## src/logic/panel_seq_consts.svh

```systemverilog
// Purpose: constants of the panel update power sequencer
// Assumes: 100 MHz core clock, AHB-Lite register bus
// Notes: times in ns, cycle counts derived below
// Operation
// - power-up in standby runs oscillator start-up, then power-stable period
// - flash disabled: ignore waveform select, use the loaded waveform
// - standalone: each update command in stable runs one update, returns to stable
// - stable period accepts segment length, next segment data, panel power (0C,10,20)
// - stable period accepts panel drive, temp sense on, waveform load (21,23,0A)
// - stable period accepts display update 13 and power-down 12
// - power-down in stable enters falling period, then standby
// - flash on, auto temp off: use waveform select bits twelve to ten
// - flash on, auto temp on: choose waveform from temperature result
// - high secondary select pin switches to expansion operation
// - expansion update start timed from trigger and base clock
// - expansion use treats display update command as invalid; code takes it, starts no update, does not count it ignored
// - expansion: return to stable after update, repeat on every trigger
// - slave takes trigger and base clock from the master device
`ifndef PANEL_SEQ_CONSTS_SVH
`define PANEL_SEQ_CONSTS_SVH
`define CLK_PERIOD_NS 10
`define OSC_START_NS 2000
`define FALL_NS 1000
`define UPDATE_NS 50000
`define OSC_START_CYC ((`OSC_START_NS + `CLK_PERIOD_NS - 1) / `CLK_PERIOD_NS)
`define FALL_CYC ((`FALL_NS + `CLK_PERIOD_NS - 1) / `CLK_PERIOD_NS)
`define UPDATE_CYC ((`UPDATE_NS + `CLK_PERIOD_NS - 1) / `CLK_PERIOD_NS)
`define EXP_UPDATE_EDGES 32
`define REG_CMD 8'h00
`define REG_CFG 8'h04
`define REG_STATUS 8'h08
`define REG_PARAM 8'h0C
`define CFG_RESET 32'h0000_0000
`define CFG_FLASH_DIS_BIT 0
`define CFG_EXP_MODE_BIT 1
`define CFG_AUTO_TEMP_BIT 2
`define CFG_WSEL_LSB 10
`define CMD_POWER_UP 8'h04
`define CMD_WAVE_LOAD 8'h0A
`define CMD_SEG_LEN 8'h0C
`define CMD_NEXT_SEG 8'h10
`define CMD_POWER_DOWN 8'h12
`define CMD_UPDATE 8'h13
`define CMD_PANEL_POWER 8'h20
`define CMD_PANEL_DRIVE 8'h21
`define CMD_TEMP_SENSE 8'h23
`endif

```

## src/logic/panel_seq_pkg.sv

```systemverilog
// Purpose: types of the panel update power sequencer
// Assumes: nothing
// Notes: one-hot state codes
package panel_seq_pkg;
    typedef enum logic [4:0] {
        ST_STANDBY = 5'h01,
        ST_OSC = 5'h02,
        ST_STABLE = 5'h04,
        ST_UPDATE = 5'h08,
        ST_FALL = 5'h10
    } seq_state_type;
endpackage

```

## src/logic/panel_update_power_sequencer.sv

```systemverilog
// Purpose: command-driven power and update sequencer behind an AHB-Lite slave
// Assumes: single word transfers, zero wait states
// Notes: link pins are sampled by CLK_IN through two flops
//
// Decided for this implementation: register access over AHB-Lite and the register addresses.
`timescale 1ns/1ps
`include "panel_seq_consts.svh"
module panel_update_power_sequencer #(
    parameter int OSC_CYC = `OSC_START_CYC,
    parameter int FALL_CYC = `FALL_CYC,
    parameter int UPDATE_CYC = `UPDATE_CYC,
    parameter int EXP_EDGES = `EXP_UPDATE_EDGES
) (
    input wire logic CLK_IN,
    input wire logic NRST_IN,
    input wire logic HSEL_IN,
    input wire logic [31:0] HADDR_IN,
    input wire logic [1:0] HTRANS_IN,
    input wire logic HWRITE_IN,
    input wire logic [2:0] HSIZE_IN,
    input wire logic [31:0] HWDATA_IN,
    input wire logic HREADY_IN,
    output logic [31:0] HRDATA_OUT,
    output logic HREADYOUT_OUT,
    output logic HRESP_OUT,
    input wire logic SECONDARY_SELECT_IN,
    input wire logic UPDATE_START_TRIGGER_IN,
    input wire logic UPDATE_BASE_CLOCK_IN,
    input wire logic [2:0] TEMP_WAVE_IN,
    output logic OSC_RUN_OUT,
    output logic UPDATE_ACTIVE_OUT,
    output logic [2:0] WAVE_SEL_OUT,
    output logic WAVE_FROM_FLASH_OUT,
    output panel_seq_pkg::seq_state_type STATE_OUT
);
    import panel_seq_pkg::*;

    if (OSC_CYC < 1 || OSC_CYC > 65535 || FALL_CYC < 1 || FALL_CYC > 65535 ||
        UPDATE_CYC < 1 || UPDATE_CYC > 65535 || EXP_EDGES < 1 || EXP_EDGES > 65535) begin : g_bad
        $error("counts must lie in 1..65535");
    end

    seq_state_type state;
    logic [15:0] cnt;
    logic [31:0] cfg;
    logic [7:0] seg_len, next_seg, panel_power, panel_drive, wave_loaded;
    logic [2:0] temp_wave;
    logic [7:0] update_count, ignored_count;
    logic wr_pend;
    logic [7:0] wr_addr;
    logic sel_s1, sel_s2;
    logic trg_s1, trg_s2, trg_s3;
    logic bck_s1, bck_s2, bck_s3;

    // ---- pin synchronisers; first flop feeds only the second
    always_ff @(posedge CLK_IN) begin
        if (!NRST_IN) begin
            sel_s1 <= 1'b0;
            sel_s2 <= 1'b0;
            trg_s1 <= 1'b0;
            trg_s2 <= 1'b0;
            trg_s3 <= 1'b0;
            bck_s1 <= 1'b0;
            bck_s2 <= 1'b0;
            bck_s3 <= 1'b0;
        end else begin
            sel_s1 <= SECONDARY_SELECT_IN;
            sel_s2 <= sel_s1;
            trg_s1 <= UPDATE_START_TRIGGER_IN;
            trg_s2 <= trg_s1;
            trg_s3 <= trg_s2;
            bck_s1 <= UPDATE_BASE_CLOCK_IN;
            bck_s2 <= bck_s1;
            bck_s3 <= bck_s2;
        end
    end

    logic expansion, trg_rise, bck_rise;
    assign expansion = sel_s2;
    assign trg_rise = trg_s2 && !trg_s3;
    assign bck_rise = bck_s2 && !bck_s3;

    // ---- AHB-Lite slave, always ready, always OKAY
    logic addr_ok;
    assign addr_ok = HSEL_IN && HREADY_IN && HTRANS_IN[1];
    assign HREADYOUT_OUT = 1'b1;
    assign HRESP_OUT = 1'b0;

    always_ff @(posedge CLK_IN) begin
        if (!NRST_IN) begin
            wr_pend <= 1'b0;
            wr_addr <= 8'h00;
        end else begin
            wr_pend <= addr_ok && HWRITE_IN;
            wr_addr <= HADDR_IN[7:0];
        end
    end

    logic [31:0] status_word;
    assign status_word = {ignored_count, update_count, 5'h00, WAVE_SEL_OUT,
                          1'b0, WAVE_FROM_FLASH_OUT, expansion, state};

    // read data sampled in the address phase; unmapped words read zero
    always_ff @(posedge CLK_IN) begin
        if (!NRST_IN) begin
            HRDATA_OUT <= 32'h0000_0000;
        end else if (addr_ok && !HWRITE_IN) begin
            case (HADDR_IN[7:0])
                `REG_CFG: HRDATA_OUT <= cfg;
                `REG_STATUS: HRDATA_OUT <= status_word;
                `REG_PARAM: HRDATA_OUT <= {panel_drive, panel_power, next_seg, seg_len};
                default: HRDATA_OUT <= 32'h0000_0000;
            endcase
        end
    end

    // ---- command decode
    logic cmd_valid, known_cmd, in_stable, in_standby;
    logic power_up, power_down, update_go, take_cmd;
    logic [7:0] code, param;
    assign code = HWDATA_IN[7:0];
    assign param = HWDATA_IN[15:8];
    assign cmd_valid = wr_pend && wr_addr == `REG_CMD;
    assign in_stable = state == ST_STABLE;
    assign in_standby = state == ST_STANDBY;
    always_comb begin
        case (code)
            `CMD_SEG_LEN, `CMD_NEXT_SEG, `CMD_PANEL_POWER: known_cmd = 1'b1;
            `CMD_PANEL_DRIVE, `CMD_TEMP_SENSE, `CMD_WAVE_LOAD: known_cmd = 1'b1;
            `CMD_UPDATE, `CMD_POWER_DOWN: known_cmd = 1'b1;
            default: known_cmd = 1'b0;
        endcase
    end
    assign take_cmd = cmd_valid && in_stable && known_cmd;
    assign power_up = cmd_valid && in_standby && code == `CMD_POWER_UP;
    assign power_down = take_cmd && code == `CMD_POWER_DOWN;
    // power-down wins over a trigger seen in the same cycle
    assign update_go = in_stable && !power_down &&
        (expansion ? trg_rise : (take_cmd && code == `CMD_UPDATE));

    // ---- sequencer
    always_ff @(posedge CLK_IN) begin
        if (!NRST_IN) begin
            state <= ST_STANDBY;
            cnt <= 16'h0000;
        end else begin
            case (state)
                ST_STANDBY: begin
                    if (power_up) begin
                        state <= ST_OSC;
                        cnt <= 16'(OSC_CYC - 1);
                    end
                end
                ST_OSC: begin
                    if (cnt == 16'h0000) begin
                        state <= ST_STABLE;
                    end else begin
                        cnt <= cnt - 16'h0001;
                    end
                end
                ST_STABLE: begin
                    if (power_down) begin
                        state <= ST_FALL;
                        cnt <= 16'(FALL_CYC - 1);
                    end else if (update_go) begin
                        state <= ST_UPDATE;
                        cnt <= expansion ? 16'(EXP_EDGES - 1) : 16'(UPDATE_CYC - 1);
                    end
                end
                ST_UPDATE: begin
                    // expansion length counted in base clock edges
                    if (!expansion || bck_rise) begin
                        if (cnt == 16'h0000) begin
                            state <= ST_STABLE;
                        end else begin
                            cnt <= cnt - 16'h0001;
                        end
                    end
                end
                ST_FALL: begin
                    if (cnt == 16'h0000) begin
                        state <= ST_STANDBY;
                    end else begin
                        cnt <= cnt - 16'h0001;
                    end
                end
                default: begin
                    state <= ST_STANDBY;
                    cnt <= 16'h0000;
                end
            endcase
        end
    end

    // ---- configuration, only in standby
    always_ff @(posedge CLK_IN) begin
        if (!NRST_IN) begin
            cfg <= `CFG_RESET;
        end else if (wr_pend && wr_addr == `REG_CFG && in_standby) begin
            cfg <= HWDATA_IN;
        end
    end

    // ---- command parameters; waveform load also allowed in standby
    always_ff @(posedge CLK_IN) begin
        if (!NRST_IN) begin
            seg_len <= 8'h00;
            next_seg <= 8'h00;
            panel_power <= 8'h00;
            panel_drive <= 8'h00;
            wave_loaded <= 8'h00;
            temp_wave <= 3'h0;
        end else begin
            if (take_cmd && code == `CMD_SEG_LEN) begin
                seg_len <= param;
            end
            if (take_cmd && code == `CMD_NEXT_SEG) begin
                next_seg <= param;
            end
            if (take_cmd && code == `CMD_PANEL_POWER) begin
                panel_power <= param;
            end
            if (take_cmd && code == `CMD_PANEL_DRIVE) begin
                panel_drive <= param;
            end
            if (take_cmd && code == `CMD_TEMP_SENSE) begin
                temp_wave <= TEMP_WAVE_IN;
            end
            if ((take_cmd || (cmd_valid && in_standby)) && code == `CMD_WAVE_LOAD) begin
                wave_loaded <= param;
            end
        end
    end

    // ---- waveform choice, frozen for the whole update
    logic flash_dis, auto_temp;
    assign flash_dis = cfg[`CFG_FLASH_DIS_BIT];
    assign auto_temp = cfg[`CFG_AUTO_TEMP_BIT];
    always_ff @(posedge CLK_IN) begin
        if (!NRST_IN) begin
            WAVE_SEL_OUT <= 3'h0;
            WAVE_FROM_FLASH_OUT <= 1'b0;
        end else if (update_go) begin
            if (flash_dis) begin
                WAVE_SEL_OUT <= wave_loaded[2:0];
                WAVE_FROM_FLASH_OUT <= 1'b0;
            end else if (auto_temp) begin
                WAVE_SEL_OUT <= temp_wave;
                WAVE_FROM_FLASH_OUT <= 1'b1;
            end else begin
                WAVE_SEL_OUT <= cfg[`CFG_WSEL_LSB +: 3];
                WAVE_FROM_FLASH_OUT <= 1'b1;
            end
        end
    end

    // ---- counters seen by software, wrap at 255
    always_ff @(posedge CLK_IN) begin
        if (!NRST_IN) begin
            update_count <= 8'h00;
            ignored_count <= 8'h00;
        end else begin
            if (update_go) begin
                update_count <= update_count + 8'h01;
            end
            if (cmd_valid && !take_cmd && !power_up &&
                !(in_standby && code == `CMD_WAVE_LOAD)) begin
                ignored_count <= ignored_count + 8'h01;
            end
        end
    end

    assign STATE_OUT = state;
    assign OSC_RUN_OUT = !in_standby;
    assign UPDATE_ACTIVE_OUT = state == ST_UPDATE;
endmodule

```

## config.mk

```make
export PLATFORM = sky130hd
export DESIGN_NAME = panel_update_power_sequencer
export DESIGN_NICKNAME = d
export VERILOG_FILES = /design/src/logic/panel_seq_pkg.sv /design/src/logic/panel_update_power_sequencer.sv
export VERILOG_INCLUDE_DIRS = /design/src /design/src/logic
export SDC_FILE = /design/constraint.sdc
export NUM_CORES = 1
export LEC_CHECK = 0
export ABC_CLOCK_PERIOD_IN_PS = 3200
export BUFFER_PORTS_ARGS = -buffer_cell sky130_fd_sc_hd__buf_2
export CAP_MARGIN = 5
export CORE_MARGIN = 5
export CORE_UTILIZATION = 45
export CTS_BUF_LIST = sky130_fd_sc_hd__clkbuf_4 sky130_fd_sc_hd__clkbuf_8
export DETAILED_ROUTE_END_ITERATION = 8
export MAX_ROUTING_LAYER = met4
export PLACE_DENSITY = 0.75
export SKIP_LAST_GASP = 1
export SYNTH_ARGS = -nofsm -noshare
export SYNTH_HDL_FRONTEND = slang
export SYNTH_SLANG_ARGS = --single-unit
```

## constraint.sdc

```tcl
create_clock -name CLK_IN -period 3.2 [get_ports CLK_IN]
set_input_delay 0.64 -clock CLK_IN [delete_from_list [all_inputs] [get_ports CLK_IN]]
set_output_delay 0.64 -clock CLK_IN [all_outputs]
set_load 0.02 [all_outputs]
```

==> reports/qor.csv, run 1 <==
metric,value,unit
whs,387.0,ps
syn_area,0.007300,mm^2
via_per_inst,5.660,
final_hold_viol_count,0,
drive_gt1_share,19.77,%
start_util,45.95,%
p_sw_share,24.42,%
crit_fanout,28,
grt_max_degree,98,
clkLatencyLatePin,470,ps
cp_slowest_stage_delay,570,ps
place_congestion,0.8592,
fin_crit,2701,ps
die_w,137.4,um
synth_cells,878,
holdBufCountCts,0,
intPower,2.635,mW
final_util,52.13,%
synth_compound_area_share,18.05,%
drv_slew,0,
fin_skew,16.24,ps
critPathTopFamily,simple AND/OR/NAND/NOR gates,
fin_tns_setup,0,ps
num_antenna_cells,0,
cts_setup_buffers,0,
grt_antenna_before_repair,0,
seq_power_share,57.5,%
core.rowCount,46,
dp_hpwl,13.62,mm
overflow,0,
powerDensity,421.0,mW/mm^2
setup_viol,0,
crit_path_end_kind,register,
ys_ff_latch,160,
crit_path_top_delay_cell,or3_4,
worstSetupPathType,reg2reg,
cts_max_level,4,
synth-seq-area-share,43.88,%
synth_area_per_cell,8.314,um^2
cts_max_path_buffers,2,
clkPwrFrac,38.0,%
clockRootBuffer,clkbuf_8,
firstDrtPassIters,6,
synth.distinct_cells,59,
wl_per_cell,17.04,um
arrival,3100,ps
grt_pass1_wl,31.87,mm
tritoncts,done,
slew_headroom,40.60,%
cts-buffers-inserted,17,
status,finished clean,
fin_crit_sh,84.39,%
io_buffers,94,
grt_pass1_vias,6042,
track_usage,22.09,%
fin_nets,1029,
maxCapViolations,0,
p_leak,3.111,nW
critPathBufInv,1,
area_growth,13.44,%
yosys.area_share.simple,22.75,%
io_pins,125,
timing.fmax,0.3703,GHz
cts.sinks,160,
synth-adder-area-share,0.6856,%
die-height,137.4,um
synthMuxAreaShare,9.599,%
vias,6633,
ant_nets,0,
ys.flop_type,dfxtp_1,
crit_required,3600,ps
finalWirelength,19.98,mm
synth_xor_area_share,0.5999,%
first_iter_violations,523,
cts_resized,0,
rsz0062_at_grt,no,
core_area,0.01589,mm^2
yosysWarnings,0,
comb_power_share,4.6,%
p_sw,851.3,uW
ys_async_sr_fraction,0,%
syn-num-nets,962,
worstSetupStartpointType,register,
min_path_type,in2reg,
path_clk_slew,80,ps
synth_edf_count,0,
ir_drop,0.2771,mV
drc_errors,0,
cp_cell_sequence,"nor4b_1, and3_1, a311oi_1, or3_4, buf_4, nor4_1, o221a_2",
synth_top_family_by_area,simple AND/OR/NAND/NOR gates,
dieArea,0.01887,mm^2
worst_pin_slew,891.0,ps
[layer usage]
metal / wire length [um] / GRT usage (%) / up-vias
met5: 0 / - / -
met4: 351 / 6.984 / 0
met3: 1308 / 4.383 / 23
met2: 8960 / 33.32 / 236
met1: 9355 / 29.97 / 3163
li1: - / - / 3211
[layout make-up]
type,count,area (um^2)
Clock inverter,9,63.81
Inverter,7,26.28
Clock buffer,21,276.5
Tap cell,216,270.3
Sequential cell,160,3203
Timing Repair Buffer,119,658.1
Fill cell,1553,7605
Multi-Input combinational cell,640,3782
[stage by stage]
stage                     cells  setup slack, ps  instance area (um^2)  power, mW
after floorplan             878            547.6                  7300      2.137
after global placement     1142            241.4                  7940      2.206
after detailed placement   1142            184.5                  7940      2.207
after CTS                  1172            520.1                  8280      3.507
after global routing       1172            361.2                  8280      3.606
final                      1172            499.5                  8280      3.486
[path summary, 6_finish.rpt]
path	startpoint	cells after the start	end	slack, ps
min	SECONDARY_SELECT_IN	2	sel_s1	390
min reg2reg	sel_s1	1	expansion	440
max	wr_addr[7]	7	cnt[10]	500
max reg2reg	wr_addr[7]	7	cnt[10]	500
[synth_stat cells (all sizes together) (7+ instances only)]
cell type / instances / area (um^2)
inv: 7 / 26.28
nor3: 12 / 60.06
a22oi: 27 / 202.7
a21oi: 83 / 415.4
mux2i: 34 / 340.3
buf: 13 / 72.56
and3: 7 / 43.79
mux2: 32 / 360.4
nor4: 10 / 68.81
or4: 12 / 93.84
dfxtp: 160 / 3203
or3: 9 / 61.31
and2: 48 / 300.3
clkbuf: 58 / 217.7
nor2: 35 / 131.4
o31ai: 17 / 127.6
o211ai: 10 / 75.07
o21ai: 63 / 315.3
nand3: 22 / 110.1
nand2: 160 / 600.6
[sequential cells by signal, summed over array words and instances, names as in the netlist, 5 cells and up]
name,count
panel_power,8
seg_len,8
panel_drive,8
wr_addr,8
next_seg,8
cnt,16
HRDATA_OUT,32
cfg,32
STATE_OUT,5
update_count,8
ignored_count,8
[layout by cell type (no fill, tap or decap), drive strengths merged, types with 3 or more instances in the layout]
| cell | n |
|---|---|
| clkinvlp | 3 |
| clkbuf | 21 |
| ha | 4 |
| o21ai | 63 |
| nor2b | 5 |
| clkinv | 6 |
| a22oi | 27 |
| nand3 | 22 |
| mux2 | 32 |
| o211ai | 10 |
| a21oi | 83 |
| or3 | 9 |
| inv | 7 |
| o31ai | 17 |
| nor3 | 12 |
| nor2 | 35 |
| nand2b | 5 |
| dfxtp | 160 |
| and3 | 7 |
| nor4 | 10 |
| xnor2 | 3 |
| buf | 119 |
| and2 | 48 |
| nand4 | 5 |
| or4 | 12 |
| nor3b | 3 |
| nand2 | 160 |
| mux2i | 34 |
| o22ai | 4 |
[kinds of logic after synthesis]
family,count (synthesis)
AND/OR/NAND/NOR,341
AO/OA/AOI/OAI,222
flip-flops,160
buffers and inverters,78
multiplexers,66
XOR/XNOR,5
adder cells (fa/ha/maj),4
other,2
[power groups by stage]
stage / Combinational [mW] / Sequential, mW / Clock (mW)
6_report: 0.159 / 2.00 / 1.32
2_1_floorplan: 0.0886 / 2.05 / 0
4_1_cts: 0.157 / 2.00 / 1.35
5_1_grt: 0.171 / 2.00 / 1.43
3_5_place_dp: 0.157 / 2.05 / 0
3_3_place_gp: 0.156 / 2.05 / 0
Power figures use the tool's default switching activity.
==> inputs of run 2 (changes only) <==
- ABC_CLOCK_PERIOD_IN_PS: 3200 -> 2200
- PLACE_DENSITY: 0.75 -> 0.78
- clock period: 3.2 -> 2.2 ns (I/O delays scaled with it)
==> run 2 against run 1 <==
Compared with the run above: critical path depth stayed put; the run now ends with negative setup slack left; first-iteration DRC count grew 28%; hold slack got worse by 210 ps; via count increased by 5.7%; clock-buffer cell count fell by 3; maximum frequency increased by 19%; combinational power increased by 69%.
==> reports/qor.csv, run 2 (synthesized netlist as in run 1, its figures left out) <==
metric,value,unit,change
wl_per_cell,17.44,um,was 17.04 um
slew_headroom,62.53,%,was 40.60%
tritoncts,done,,unchanged
critPathBufInv,1,,unchanged
layout_commonest_cell,nand2_1,,
rsz0062_at_grt,yes,,was no
drive_gt1_share,29.37,%,was 19.77%
cts.sinks,160,,unchanged
crit_path_end_kind,register,,unchanged
fin_skew,12.26,ps,was 16.24 ps
worst_pin_slew,557.7,ps,was 891.0 ps
track_usage,23.72,%,was 22.09%
min_path_type,in2reg,,unchanged
clkLatencyLatePin,480,ps,was 470 ps
top_regs,"HRDATA_OUT (32), cfg (32), cnt (16)",,unchanged
vias,7013,,was 6633
worstSetupStartpointType,register,,unchanged
grt_max_degree,55,,was 98
instances_no_fill,1241,,was 1172
cts_max_path_buffers,2,,unchanged
cp_cell_sequence,"nor4_4, buf_4, and3_4, a311oi_4, or3_4, or4_4, a21oi_2",,"was nor4b_1, and3_1, a311oi_1, or3_4, buf_4, nor4_1, o221a_2"
holdBufCountCts,0,,unchanged
num_antenna_cells,0,,unchanged
final_hold_viol_count,0,,unchanged
path_clk_slew,90,ps,was 80 ps
fin_nets,1096,,was 1029
drv_slew,0,,unchanged
critPathTopFamily,simple AND/OR/NAND/NOR gates,,unchanged
maxCapViolations,0,,unchanged
crit_required,2620,ps,was 3600 ps
placed_area,0.008464,mm^2,was 0.007940 mm^2
fin_crit,2276,ps,was 2701 ps
cts-buffers-inserted,17,,unchanged
arrival,2690,ps,was 3100 ps
postLayoutCellArea,0.009198,mm^2,was 0.008280 mm^2
status,"complete, but fails checks",,was finished clean
setup_viol,17,,was 0
p_leak,3.524,nW,was 3.111 nW
dp_cells,1197,,was 1142
ant_nets,0,,unchanged
overflow,0,,unchanged
cp_slowest_stage_delay,500,ps,was 570 ps
clockRootBuffer,clkbuf_8,,unchanged
timing.fmax,0.4393,GHz,was 0.3703 GHz
die_w,137.4,um,unchanged
start_util,45.95,%,unchanged
failed_checks,negative setup slack,,
cts_max_level,4,,unchanged
first_iter_violations,668,,was 523
die-height,137.4,um,unchanged
fin_crit_sh,103.5,%,was 84.39%
worstSetupPathType,reg2reg,,unchanged
grt_pass1_wl,33.95,mm,was 31.87 mm
ir_drop,0.4326,mV,was 0.2771 mV
dieArea,0.01887,mm^2,unchanged
core_area,0.01589,mm^2,unchanged
fin_tns_setup,-468.7,ps,was 0 ps
crit_fanout,6,,was 28
grt_pass1_vias,6609,,was 6042
io_buffers,94,,unchanged
crit_path_top_delay_cell,or4_4,,was or3_4
io_pins,125,,unchanged
firstDrtPassIters,5,,was 6
setup_ws,-76.37,ps,was 499.5 ps
via_per_inst,5.651,,was 5.660
powerDensity,587.9,mW/mm^2,was 421.0 mW/mm^2
area_growth,26.00,%,was 13.44%
drc_errors,0,,unchanged
layout_common_cells,"nand2_1 (159), dfxtp_1 (153), buf_2 (94), a21oi_1 (77), buf_4 (77)",,"was dfxtp_1 (160), nand2_1 (160), buf_2 (94), a21oi_1 (83), o21ai_0 (61)"
finalWirelength,21.65,mm,was 19.98 mm
whs,180.8,ps,was 387.0 ps
grt_antenna_before_repair,0,,unchanged
core.rowCount,46,,unchanged
final_util,57.90,%,was 52.13%
place_congestion,0.9348,,was 0.8592
dp_hpwl,15.18,mm,was 13.62 mm
-- run 2: cell count changes in the layout (fill, tap and decap cells not counted), sizes merged --
| cell | delta |
|---|---|
| buf | +66 |
| bufinv | +2 |
| clkbuf | -3 |
| clkinvlp | -1 |
| inv | +4 |
| or3 | +1 |
-- run 2: final timing paths --
kind	start	end	slack [ps]	depth (start not counted)
setup reg to reg	wr_addr[1]	update_count[3]	-80	7
setup / recovery	wr_addr[1]	update_count[3]	-80	7
hold / removal	HADDR_IN[4]	wr_addr[4]	180	2
hold reg to reg	sel_s1	expansion	450	1
-- run 2: layout make-up --
cell class,instances,area (um^2)
inverter,7,26.28
fill,1413,6688
multi-input combinational,641,4008
timing repair buffer,185,1276
tap,216,270.3
clock buffer,18,247.7
sequential,160,3214
clock inverter,14,155.1
-- run 2: repair_timing --
item | 4_1_cts | 5_1_grt
setup buffers | 6 | 6
endpoints found under the hold margin | 0 | 0
gates resized for setup | 20 | 35
cloned | 1 | 0
setup endpoints to repair | 34 | 42
pin swaps | 7 | 12
-- run 2: report_power, final --
part | total [mW] | switching, mW | internal [mW]
registers | 2.92 | 0.0104 | 2.91
clock network | 2.22 | 1.17 | 1.05
logic | 0.269 | 0.166 | 0.103
-- run 2: layer usage --
metal  up-vias  routed length [um]  GRT usage (%)
li1       3360                   -              -
met1      3354                9897          32.53
met2       260                9673          35.40
met3        39                1519          3.762
met4         0                 556          8.869
met5         -                   0              -
-- run 2: stage by stage --
step / power (mW) / setup slack (ps)
finish: 5.407 / -76.37
global route: 5.569 / -135.7
CTS: 5.427 / -58.29
floorplan: 3.109 / -99.22
global placement: 3.233 / -380.6
detailed placement: 3.235 / -448.0
